## src/tpo_defines.vh

```
// Purpose: constants of the timing pattern output block
// Assumes: register indices are printed offsets; byte address = 4 * index
// Notes: definitions only
`ifndef TPO_DEFINES_VH
`define TPO_DEFINES_VH

// register indices
`define TPO_IDX_MODE 16'hffa0
`define TPO_IDX_TRIG 16'hffa1
`define TPO_IDX_EN_HIGH 16'hffa2
`define TPO_IDX_EN_LOW 16'hffa3
`define TPO_IDX_NV_HIGH 16'hffa4
`define TPO_IDX_NV_LOW 16'hffa5
`define TPO_IDX_NV_G2 16'hffa6
`define TPO_IDX_NV_G0 16'hffa7
`define TPO_IDX_DIR_LOW 16'hffd1
`define TPO_IDX_VAL_LOW 16'hffd3
`define TPO_IDX_DIR_HIGH 16'hffd4
`define TPO_IDX_VAL_HIGH 16'hffd6

// reset values
`define TPO_RST_MODE 4'h0
`define TPO_RST_TRIG 8'hff
`define TPO_RST_BYTE 8'h00

// field layout
`define TPO_MODE_RSVD 4'hf
`define TPO_RSVD_NIB 4'hf
`define TPO_RSVD_BYTE 8'hff
`define TPO_TRIG_W 2
`define TPO_GRP_W 4
`define TPO_NGRP 4
`define TPO_PIN_MASK_HIGH 8'hbf

// bus answers
`define TPO_ADDR_W 18
`define TPO_RESP_OKAY 2'b00
`define TPO_RESP_SLVERR 2'b10

`endif

```

## src/pattern_group.v

```verilog
// Purpose: trigger detection and next data for one 4-bit output group
// Assumes: compare-match inputs are synchronous to aclk
// Notes: apply and data are combinational, valid in the edge cycle
`default_nettype none

module pattern_group #(
  parameter W = 4
) (
  input wire aclk,
  input wire aresetn,
  input wire ce,
  input wire trig_a,
  input wire trig_b,
  input wire nonoverlap,
  input wire [W-1:0] cur,
  input wire [W-1:0] next_val,
  output reg apply,
  output reg [W-1:0] data
);

reg prev_a_r;
reg prev_b_r;
wire edge_a;
wire edge_b;

assign edge_a = trig_a & ~prev_a_r;
assign edge_b = trig_b & ~prev_b_r;

always @(posedge aclk) begin
  if (!aresetn) begin
    prev_a_r <= 1'b0;
    prev_b_r <= 1'b0;
  end else if (ce) begin
    prev_a_r <= trig_a;
    prev_b_r <= trig_b;
  end
end

// normal: load on match b; non-overlap: margin on a, load on b
always @* begin
  apply = 1'b0;
  data = next_val;
  if (edge_b) begin
    apply = ce;
  end else if (nonoverlap && edge_a) begin
    apply = ce;
    data = cur & next_val;
  end
end

endmodule // pattern_group
`default_nettype wire

```

## src/timing_pattern_output.v

```verilog
// Purpose: pulse pattern output unit with AXI4-Lite register access
// Assumes: compare-match inputs synchronous; one AXI write, one read at once
// Notes: ce low freezes every register, bus included
//
// Implementation choice: the AXI4-Lite interface to the registers.
`default_nettype none
`include "tpo_defines.vh"

// How it works
// - four 4-bit groups, each updating independently and concurrently.
// - output timing comes only from on-chip timer compare-match events.
// - fifteen pins; bit 14 exists inside but never reaches a pin.
// - each output bit has its own pattern enable.
// - each group selects its trigger among four timer channels.
// - four 4-bit trigger groups; group 3 still updates bit 14 internally.
// - non-overlap mode inserts a margin between successive pattern changes.
// - bits 0-3 group 0, 4-7 group 1, 8-11 group 2, 12-15 group 3.
// - CPU writes to pattern-enabled port value bits are ignored.
// - groups 0,1 on one trigger: whole next value low at one address.
// - groups 0,1 on two triggers: group 0 and group 1 split addresses.
// - groups 2,3 on one trigger: whole next value high at one address.
// - groups 2,3 on two triggers: group 2 and group 3 split addresses.
// - on trigger, enabled bits copy next data; others keep their value.
// - unused split next-data bits ignore writes and read as one.
module timing_pattern_output (
  input wire aclk,
  input wire aresetn,
  input wire ce,
  input wire [3:0] cm_a,
  input wire [3:0] cm_b,
  input wire [`TPO_ADDR_W-1:0] awaddr,
  input wire awvalid,
  output reg awready,
  input wire [31:0] wdata,
  input wire [3:0] wstrb,
  input wire wvalid,
  output reg wready,
  output reg [1:0] bresp,
  output reg bvalid,
  input wire bready,
  input wire [`TPO_ADDR_W-1:0] araddr,
  input wire arvalid,
  output reg arready,
  output reg [31:0] rdata,
  output reg [1:0] rresp,
  output reg rvalid,
  input wire rready,
  output reg [7:0] pin_low_o,
  output reg [7:0] pin_low_oe,
  output reg [7:0] pin_high_o,
  output reg [7:0] pin_high_oe
);

function mapped;
  input [15:0] idx;
  begin
    case (idx)
      `TPO_IDX_MODE, `TPO_IDX_TRIG, `TPO_IDX_EN_HIGH,
      `TPO_IDX_EN_LOW, `TPO_IDX_NV_HIGH, `TPO_IDX_NV_LOW,
      `TPO_IDX_NV_G2, `TPO_IDX_NV_G0, `TPO_IDX_DIR_LOW,
      `TPO_IDX_VAL_LOW, `TPO_IDX_DIR_HIGH,
      `TPO_IDX_VAL_HIGH: mapped = 1'b1;
      default: mapped = 1'b0;
    endcase
  end
endfunction

// register file
reg [3:0] nov_r;
reg [7:0] trig_r;
reg [7:0] en_high_r;
reg [7:0] en_low_r;
reg [7:0] nv_high_r;
reg [7:0] nv_low_r;
reg [7:0] dir_low_r;
reg [7:0] val_low_r;
reg [7:0] dir_high_r;
reg [7:0] val_high_r;
reg [3:0] nov_nxt;
reg [7:0] trig_nxt;
reg [7:0] en_high_nxt;
reg [7:0] en_low_nxt;
reg [7:0] nv_high_nxt;
reg [7:0] nv_low_nxt;
reg [7:0] dir_low_nxt;
reg [7:0] dir_high_nxt;
reg [15:0] val_nxt;

// bus state
reg aw_full_r;
reg w_full_r;
reg [15:0] aw_idx_r;
reg [7:0] wdata_r;
reg wstrb0_r;
reg [7:0] rd_byte;

wire do_wr;
wire wr_en;
wire [15:0] ar_idx;
wire same_low;
wire same_high;
wire [15:0] cur_all;
wire [15:0] nv_all;
wire [15:0] en_all;
wire [3:0] apply;
wire [15:0] grp_data;
wire [15:0] upd_mask;

assign do_wr = aw_full_r & w_full_r & ~bvalid;
assign wr_en = do_wr & wstrb0_r & mapped(aw_idx_r);
assign ar_idx = araddr[`TPO_ADDR_W-1:2];
assign same_low = trig_r[1:0] == trig_r[3:2];
assign same_high = trig_r[5:4] == trig_r[7:6];
assign cur_all = {val_high_r, val_low_r};
assign nv_all = {nv_high_r, nv_low_r};
assign en_all = {en_high_r, en_low_r};

// one trigger unit per group, each on its own selected channel
genvar g;
generate
  for (g = 0; g < `TPO_NGRP; g = g + 1) begin : grp
    pattern_group #(
      .W(`TPO_GRP_W)
    ) u_grp (
      .aclk(aclk),
      .aresetn(aresetn),
      .ce(ce),
      .trig_a(cm_a[trig_r[2*g +: `TPO_TRIG_W]]),
      .trig_b(cm_b[trig_r[2*g +: `TPO_TRIG_W]]),
      .nonoverlap(nov_r[g]),
      .cur(cur_all[4*g +: 4]),
      .next_val(nv_all[4*g +: 4]),
      .apply(apply[g]),
      .data(grp_data[4*g +: 4])
    );
    assign upd_mask[4*g +: 4] = {4{apply[g]}} & en_all[4*g +: 4];
  end
endgenerate

// next register values from cpu writes and group updates
always @* begin
  nov_nxt = nov_r;
  trig_nxt = trig_r;
  en_high_nxt = en_high_r;
  en_low_nxt = en_low_r;
  nv_high_nxt = nv_high_r;
  nv_low_nxt = nv_low_r;
  dir_low_nxt = dir_low_r;
  dir_high_nxt = dir_high_r;
  val_nxt = cur_all;
  if (wr_en) begin
    case (aw_idx_r)
      `TPO_IDX_MODE: nov_nxt = wdata_r[3:0];
      `TPO_IDX_TRIG: trig_nxt = wdata_r;
      `TPO_IDX_EN_HIGH: en_high_nxt = wdata_r;
      `TPO_IDX_EN_LOW: en_low_nxt = wdata_r;
      `TPO_IDX_NV_LOW: begin
        if (same_low) begin
          nv_low_nxt = wdata_r;
        end else begin
          nv_low_nxt[7:4] = wdata_r[7:4];
        end
      end
      `TPO_IDX_NV_G0: begin
        if (!same_low) begin
          nv_low_nxt[3:0] = wdata_r[3:0];
        end
      end
      `TPO_IDX_NV_HIGH: begin
        if (same_high) begin
          nv_high_nxt = wdata_r;
        end else begin
          nv_high_nxt[7:4] = wdata_r[7:4];
        end
      end
      `TPO_IDX_NV_G2: begin
        if (!same_high) begin
          nv_high_nxt[3:0] = wdata_r[3:0];
        end
      end
      `TPO_IDX_DIR_LOW: dir_low_nxt = wdata_r;
      `TPO_IDX_DIR_HIGH: dir_high_nxt = wdata_r;
      `TPO_IDX_VAL_LOW: begin
        val_nxt[7:0] = (val_low_r & en_low_r) |
          (wdata_r & ~en_low_r);
      end
      `TPO_IDX_VAL_HIGH: begin
        val_nxt[15:8] = (val_high_r & en_high_r) |
          (wdata_r & ~en_high_r);
      end
      default: begin
        nov_nxt = nov_r;
      end
    endcase
  end
  val_nxt = (val_nxt & ~upd_mask) | (grp_data & upd_mask);
end

// read data decode
always @* begin
  rd_byte = `TPO_RST_BYTE;
  case (ar_idx)
    `TPO_IDX_MODE: rd_byte = {`TPO_MODE_RSVD, nov_r};
    `TPO_IDX_TRIG: rd_byte = trig_r;
    `TPO_IDX_EN_HIGH: rd_byte = en_high_r;
    `TPO_IDX_EN_LOW: rd_byte = en_low_r;
    `TPO_IDX_NV_LOW: begin
      if (same_low) begin
        rd_byte = nv_low_r;
      end else begin
        rd_byte = {nv_low_r[7:4], `TPO_RSVD_NIB};
      end
    end
    `TPO_IDX_NV_G0: begin
      if (same_low) begin
        rd_byte = `TPO_RSVD_BYTE;
      end else begin
        rd_byte = {`TPO_RSVD_NIB, nv_low_r[3:0]};
      end
    end
    `TPO_IDX_NV_HIGH: begin
      if (same_high) begin
        rd_byte = nv_high_r;
      end else begin
        rd_byte = {nv_high_r[7:4], `TPO_RSVD_NIB};
      end
    end
    `TPO_IDX_NV_G2: begin
      if (same_high) begin
        rd_byte = `TPO_RSVD_BYTE;
      end else begin
        rd_byte = {`TPO_RSVD_NIB, nv_high_r[3:0]};
      end
    end
    `TPO_IDX_DIR_LOW: rd_byte = `TPO_RSVD_BYTE;
    `TPO_IDX_DIR_HIGH: rd_byte = `TPO_RSVD_BYTE;
    `TPO_IDX_VAL_LOW: rd_byte = val_low_r;
    `TPO_IDX_VAL_HIGH: rd_byte = val_high_r;
    default: rd_byte = `TPO_RST_BYTE;
  endcase
end

// registers and pins
always @(posedge aclk) begin
  if (!aresetn) begin
    nov_r <= `TPO_RST_MODE;
    trig_r <= `TPO_RST_TRIG;
    en_high_r <= `TPO_RST_BYTE;
    en_low_r <= `TPO_RST_BYTE;
    nv_high_r <= `TPO_RST_BYTE;
    nv_low_r <= `TPO_RST_BYTE;
    dir_low_r <= `TPO_RST_BYTE;
    dir_high_r <= `TPO_RST_BYTE;
    val_low_r <= `TPO_RST_BYTE;
    val_high_r <= `TPO_RST_BYTE;
    pin_low_o <= `TPO_RST_BYTE;
    pin_low_oe <= `TPO_RST_BYTE;
    pin_high_o <= `TPO_RST_BYTE;
    pin_high_oe <= `TPO_RST_BYTE;
  end else if (ce) begin
    nov_r <= nov_nxt;
    trig_r <= trig_nxt;
    en_high_r <= en_high_nxt;
    en_low_r <= en_low_nxt;
    nv_high_r <= nv_high_nxt;
    nv_low_r <= nv_low_nxt;
    dir_low_r <= dir_low_nxt;
    dir_high_r <= dir_high_nxt;
    val_low_r <= val_nxt[7:0];
    val_high_r <= val_nxt[15:8];
    pin_low_o <= val_nxt[7:0];
    pin_low_oe <= dir_low_nxt;
    pin_high_o <= val_nxt[15:8] & `TPO_PIN_MASK_HIGH;
    pin_high_oe <= dir_high_nxt & `TPO_PIN_MASK_HIGH;
  end
end

// axi4-lite write channel
always @(posedge aclk) begin
  if (!aresetn) begin
    awready <= 1'b0;
    wready <= 1'b0;
    aw_full_r <= 1'b0;
    w_full_r <= 1'b0;
    aw_idx_r <= 16'h0000;
    wdata_r <= `TPO_RST_BYTE;
    wstrb0_r <= 1'b0;
    bvalid <= 1'b0;
    bresp <= `TPO_RESP_OKAY;
  end else if (ce) begin
    if (awvalid && awready) begin
      aw_full_r <= 1'b1;
      aw_idx_r <= awaddr[`TPO_ADDR_W-1:2];
      awready <= 1'b0;
    end else if (!aw_full_r && !bvalid) begin
      awready <= 1'b1;
    end
    if (wvalid && wready) begin
      w_full_r <= 1'b1;
      wdata_r <= wdata[7:0];
      wstrb0_r <= wstrb[0];
      wready <= 1'b0;
    end else if (!w_full_r && !bvalid) begin
      wready <= 1'b1;
    end
    if (do_wr) begin
      aw_full_r <= 1'b0;
      w_full_r <= 1'b0;
      bvalid <= 1'b1;
      bresp <= mapped(aw_idx_r) ? `TPO_RESP_OKAY : `TPO_RESP_SLVERR;
    end else if (bvalid && bready) begin
      bvalid <= 1'b0;
    end
  end
end

// axi4-lite read channel
always @(posedge aclk) begin
  if (!aresetn) begin
    arready <= 1'b0;
    rvalid <= 1'b0;
    rdata <= 32'h0000_0000;
    rresp <= `TPO_RESP_OKAY;
  end else if (ce) begin
    if (arvalid && arready) begin
      arready <= 1'b0;
      rvalid <= 1'b1;
      rdata <= {24'h00_0000, rd_byte};
      rresp <= mapped(ar_idx) ? `TPO_RESP_OKAY : `TPO_RESP_SLVERR;
    end else if (rvalid && rready) begin
      rvalid <= 1'b0;
    end else if (!rvalid) begin
      arready <= 1'b1;
    end
  end
end

endmodule // timing_pattern_output
`default_nettype wire

```

## config.mk

```make
export PLATFORM = sky130hd
export DESIGN_NAME = timing_pattern_output
export DESIGN_NICKNAME = d
export VERILOG_FILES = /design/src/pattern_group.v /design/src/timing_pattern_output.v
export VERILOG_INCLUDE_DIRS = /design/src
export SDC_FILE = /design/constraint.sdc
export NUM_CORES = 1
export LEC_CHECK = 0
export BUFFER_PORTS_ARGS = -buffer_cell sky130_fd_sc_hd__buf_2
export CELL_PAD_IN_SITES_DETAIL_PLACEMENT = 2
export CELL_PAD_IN_SITES_GLOBAL_PLACEMENT = 2
export CORE_MARGIN = 5
export CORE_UTILIZATION = 33
export CTS_BUF_LIST = sky130_fd_sc_hd__clkbuf_8
export DETAILED_ROUTE_END_ITERATION = 6
export PLACE_DENSITY = 0.81
export SLEW_MARGIN = 40
export SYNTH_ARGS = -nofsm -noshare
export SYNTH_HDL_FRONTEND = slang
export SYNTH_SLANG_ARGS = --single-unit
```

## constraint.sdc

```tcl
create_clock -name aclk -period 2.55 [get_ports aclk]
set_input_delay 0.3825 -clock aclk [delete_from_list [all_inputs] [get_ports aclk]]
set_output_delay 0.3825 -clock aclk [all_outputs]
set_load 0.005 [all_outputs]
```

==> reports/results.txt <==
The number of DRC violations after detailed-routing iteration 0 is 367. The number of antenna diodes in the final layout is 0. In the synthesized netlist the dominant register cell turns out to be sky130_fd_sc_hd__dfxtp_1. The logs give 0.8985 for the placer congestion estimate and 36.43% for the sequential cell area fraction in the yosys report. The run gives 0.0002806 V as the maximum vdd drop. The tree is rooted in a sky130_fd_sc_hd__clkbuf_8.

The average instance in the mapped netlist occupies 8.397 um^2. Dividing the detail-routed via count by the number of cells gives 5.570. Measured along the y axis, the die boundary spans 154.3 um. Combinational family with the most area after synthesis: simple AND/OR/NAND/NOR gates. The cell taking the most area after synthesis was sky130_fd_sc_hd__dfxtp_1.

Type of the most critical hold path: in2reg. Buffers inserted during clock tree synthesis total 17. After clock tree synthesis, the clock-pin slew on the worst setup and hold paths is 0.08 ns. The buffer depth of the longest clock path was 2; the fraction of final layout cells sized beyond drive strength 1 was 19.65%.

The shortest clock period the worst path allows after layout is 2.354 ns. TritonCTS built the clock tree. For the synthesized area, the log shows 0.006869 mm^2. Power comes to 4.137 mW. The library cell contributing the largest single delay on the critical path is sky130_fd_sc_hd__or4_1. Of all nets on the critical path, the largest fanout is 12. The synthesized netlist contains 67 unique library cells.

The filler cells instantiated in the layout total 2,327. At the pin with the least slew margin, the transition time is 0.6580 ns. Before antenna repair, the detailed router went through 5 iterations. The die is 154.3 um wide. The number of standard-cell rows in the floorplan is 52. First-pass GRT wire length: 40,970 um. The run gives 7,335 as the via count of the first global-routing pass. The post-detailed-route DRC marker count came out at 0.

The synthesized netlist devotes 26.27% of its cell area to simple gates. The run gives 0 as the final count of pins violating max slew. The run finished with clean final reports. The share of synthesized area in the top cell type comes to 36.43%. The area added between synthesis and finish is 16.23%, and the async set-or-reset flop fraction in the synthesized netlist is 0%. The tree built by TritonCTS fans out to 125 sinks.

The worst slew slack as a fraction of its limit came out at 55.73%. The required arrival time at the worst endpoint came out at 2.88 ns. The initial utilization of the core area, before any placement, comes to 33.73%. The later pin in the worst-skew pair is clocked with a latency of 0.45 ns.

On the worst path, the slowest cell contributes a delay of 0.66 ns. STA classifies the critical path endpoint as a register. Port buffering added 101 buffers. In the post-synthesis netlist, the biggest area contributors are sky130_fd_sc_hd__dfxtp_1 (36%), sky130_fd_sc_hd__mux2i_1 (11%), sky130_fd_sc_hd__nor2_1 (5.5%). The tools report the synthesis warning total as 0.

Setup violations remaining at the end of the flow were counted as 0. Wires add up to 25,770 um. The category of the critical setup timing path was reg2reg.

The tools report the die area as 0.02380 mm^2. The signal on the critical path passes through nand4_1 -> or4_1 -> buf_4 -> nor4_1 -> o21ai_0 -> o311a_1. Counting flops and latches in the post-synthesis netlist gives 125. The count of endpoints failing hold in the final timing report is 0, and the global route total overflow is 0. The clock arrives with 0.01302 ns of skew. Of the total synthesized cell area, the portion taken by full adders, half adders and majority gates is 0%. The total of cells resized after clock tree synthesis came out at 0. The kind of cell with the highest combined delay on the critical path is simple AND/OR/NAND/NOR gates. In the finished design, the share of the clock period the worst path needs comes to 92.31%. For the I/O pin count, the log shows 161. For the synthesized instance count, the log shows 818. Multiplexer cells account for 13.41% of the synthesized area.

Static timing analysis puts the maximum clock frequency at 424.8 MHz. Post-CTS timing repair inserted 0 buffers for setup. The area of all sequential standard cells was 0.002502 mm^2; the remaining antenna violation count after routing was 0. The synthesized-area fraction occupied by ao, oa, aoi and oai cells is 15.03%. The placeable core area was 0.02036 mm^2; the initial antenna violation count was 0. The tools report the via total after detailed routing as 6,634. The wire-length estimate of the detail-placed layout is 19,200 um. The post-route setup TNS is 0 ns, and the data arrival time of the worst path is 2.69 ns. The sum of buffers and inverters on the critical path was 1; the final layout net count was 998. The number of synthesized flops with an enable pin was 0. In the final routed layout, each cell accounts on average for 21.64 um. Setup repair after global routing left no endpoint under its margin.

For this design the ratio of total power to cell area is 518.1 mW/mm^2. Entering global routing, the biggest net connects 61 pins. The synthesized netlist devotes 0.7650% of its cell area to XOR and XNOR gates. The worst setup path is launched from a register.

After clock tree synthesis, the flow added hold-fix buffers numbering 0. The leakage component of the power is 3.338 nW, and the area of combinational cells with multiple inputs is 0.003915 mm^2. The total routing usage reported by global routing came out at 21.66%. Leaving out fill and tap cells, the most frequent cells in the layout are sky130_fd_sc_hd__dfxtp_1 (125), sky130_fd_sc_hd__nor2_1 (101), sky130_fd_sc_hd__buf_2 (101).

The total number of H-tree levels was 4; the max-capacitance violation count was 0. The library cell used most frequently in the layout, excluding fill and tap cells, is sky130_fd_sc_hd__dfxtp_1. The tools report the reg-to-reg setup timing slack as 0.20 ns.
per-layer routing:
metal | wire length [um] | part of all wire [%] | global-route usage (%) | vias up
met3 | 1411 | 5.5 | 3.968 | 28
met5 | 0 | 0 | 0 | -
met2 | 12330 | 48 | 36.17 | 183
li1 | - | - | - | 3108
met4 | 512 | 2.0 | 7.359 | 0
met1 | 11520 | 45 | 28.22 | 3315
power breakdown:
part           switching (mW)  internal, mW  leakage [nW]
logic                   0.208         0.116          2.12
clock network           0.860         0.948         0.205
registers              0.0302          1.97          1.01
logic make-up after synthesis:
| group | after synthesis |
|---|---|
| AND/OR/NAND/NOR | 354 |
| buffers and inverters | 110 |
| other | 1 |
| XOR/XNOR | 6 |
| flip-flops | 125 |
| AO/OA/AOI/OAI | 140 |
| multiplexers | 82 |
synthesized netlist by cell type (5+ instances only):
cell,n
sky130_fd_sc_hd__inv_1,24
sky130_fd_sc_hd__clkbuf_1,44
sky130_fd_sc_hd__o31ai_1,7
sky130_fd_sc_hd__buf_1,5
sky130_fd_sc_hd__nand2_1,89
sky130_fd_sc_hd__dfxtp_1,125
sky130_fd_sc_hd__mux4_2,8
sky130_fd_sc_hd__a21oi_1,37
sky130_fd_sc_hd__mux2i_1,74
sky130_fd_sc_hd__xor2_1,5
sky130_fd_sc_hd__o21ai_0,15
sky130_fd_sc_hd__nand4_1,16
sky130_fd_sc_hd__o2111ai_1,8
sky130_fd_sc_hd__buf_4,32
sky130_fd_sc_hd__nor2b_1,8
sky130_fd_sc_hd__nor2_1,101
sky130_fd_sc_hd__a2111oi_0,5
sky130_fd_sc_hd__nand3_1,20
sky130_fd_sc_hd__nand4b_1,9
sky130_fd_sc_hd__or3_1,8
sky130_fd_sc_hd__and2_1,5
sky130_fd_sc_hd__a211oi_1,9
sky130_fd_sc_hd__o32ai_1,5
sky130_fd_sc_hd__and3_1,15
sky130_fd_sc_hd__o311a_1,13
sky130_fd_sc_hd__nor3_1,25
sky130_fd_sc_hd__nand3b_1,7
sky130_fd_sc_hd__nor4_1,23
sky130_fd_sc_hd__a22oi_1,12
metrics by stage:
step	hold WS [ns]	instances	setup slack, ns	area [um^2]	util (%)
2_1_floorplan	0.4362	845	0.4656	6970	-
3_5_place_dp	0.4609	1161	0.1477	7596	37.30
3_3_place_gp	0.4461	1161	0.2498	7596	37.30
4_1_cts	0.1342	1191	0.2257	7984	39.21
6_report	0.1596	1191	0.1962	7984	39.21
5_1_grt	0.1422	1191	0.06762	7984	39.21
worst reg2reg max path, stage by stage (launching register included):
cell                      delay [ns]
sky130_fd_sc_hd__dfxtp_1        0.35
sky130_fd_sc_hd__nand4_1        0.24
sky130_fd_sc_hd__or4_1          0.66
sky130_fd_sc_hd__buf_4          0.25
sky130_fd_sc_hd__nor4_1         0.40
sky130_fd_sc_hd__o21ai_0        0.18
sky130_fd_sc_hd__o311a_1        0.16
path summary, 6_finish.rpt:
kind / startpoint / end / cells after the start
setup / recovery: aw_idx_r[12] / register / 6
hold / removal: awaddr[6] / aw_idx_r[4] / 3
setup reg to reg: aw_idx_r[12] / register / 6
hold reg to reg: aw_idx_r[9] / aw_idx_r[9] / 2
cell type report:
class | count | share of cell area (%)
inverter | 24 | 1.128
clock buffer | 17 | 2.931
multi-input combinational | 610 | 49.04
tap | 270 | 4.231
sequential | 125 | 31.34
clock inverter | 13 | 1.928
timing repair buffer | 132 | 9.403
Power figures use the tool's default switching activity.
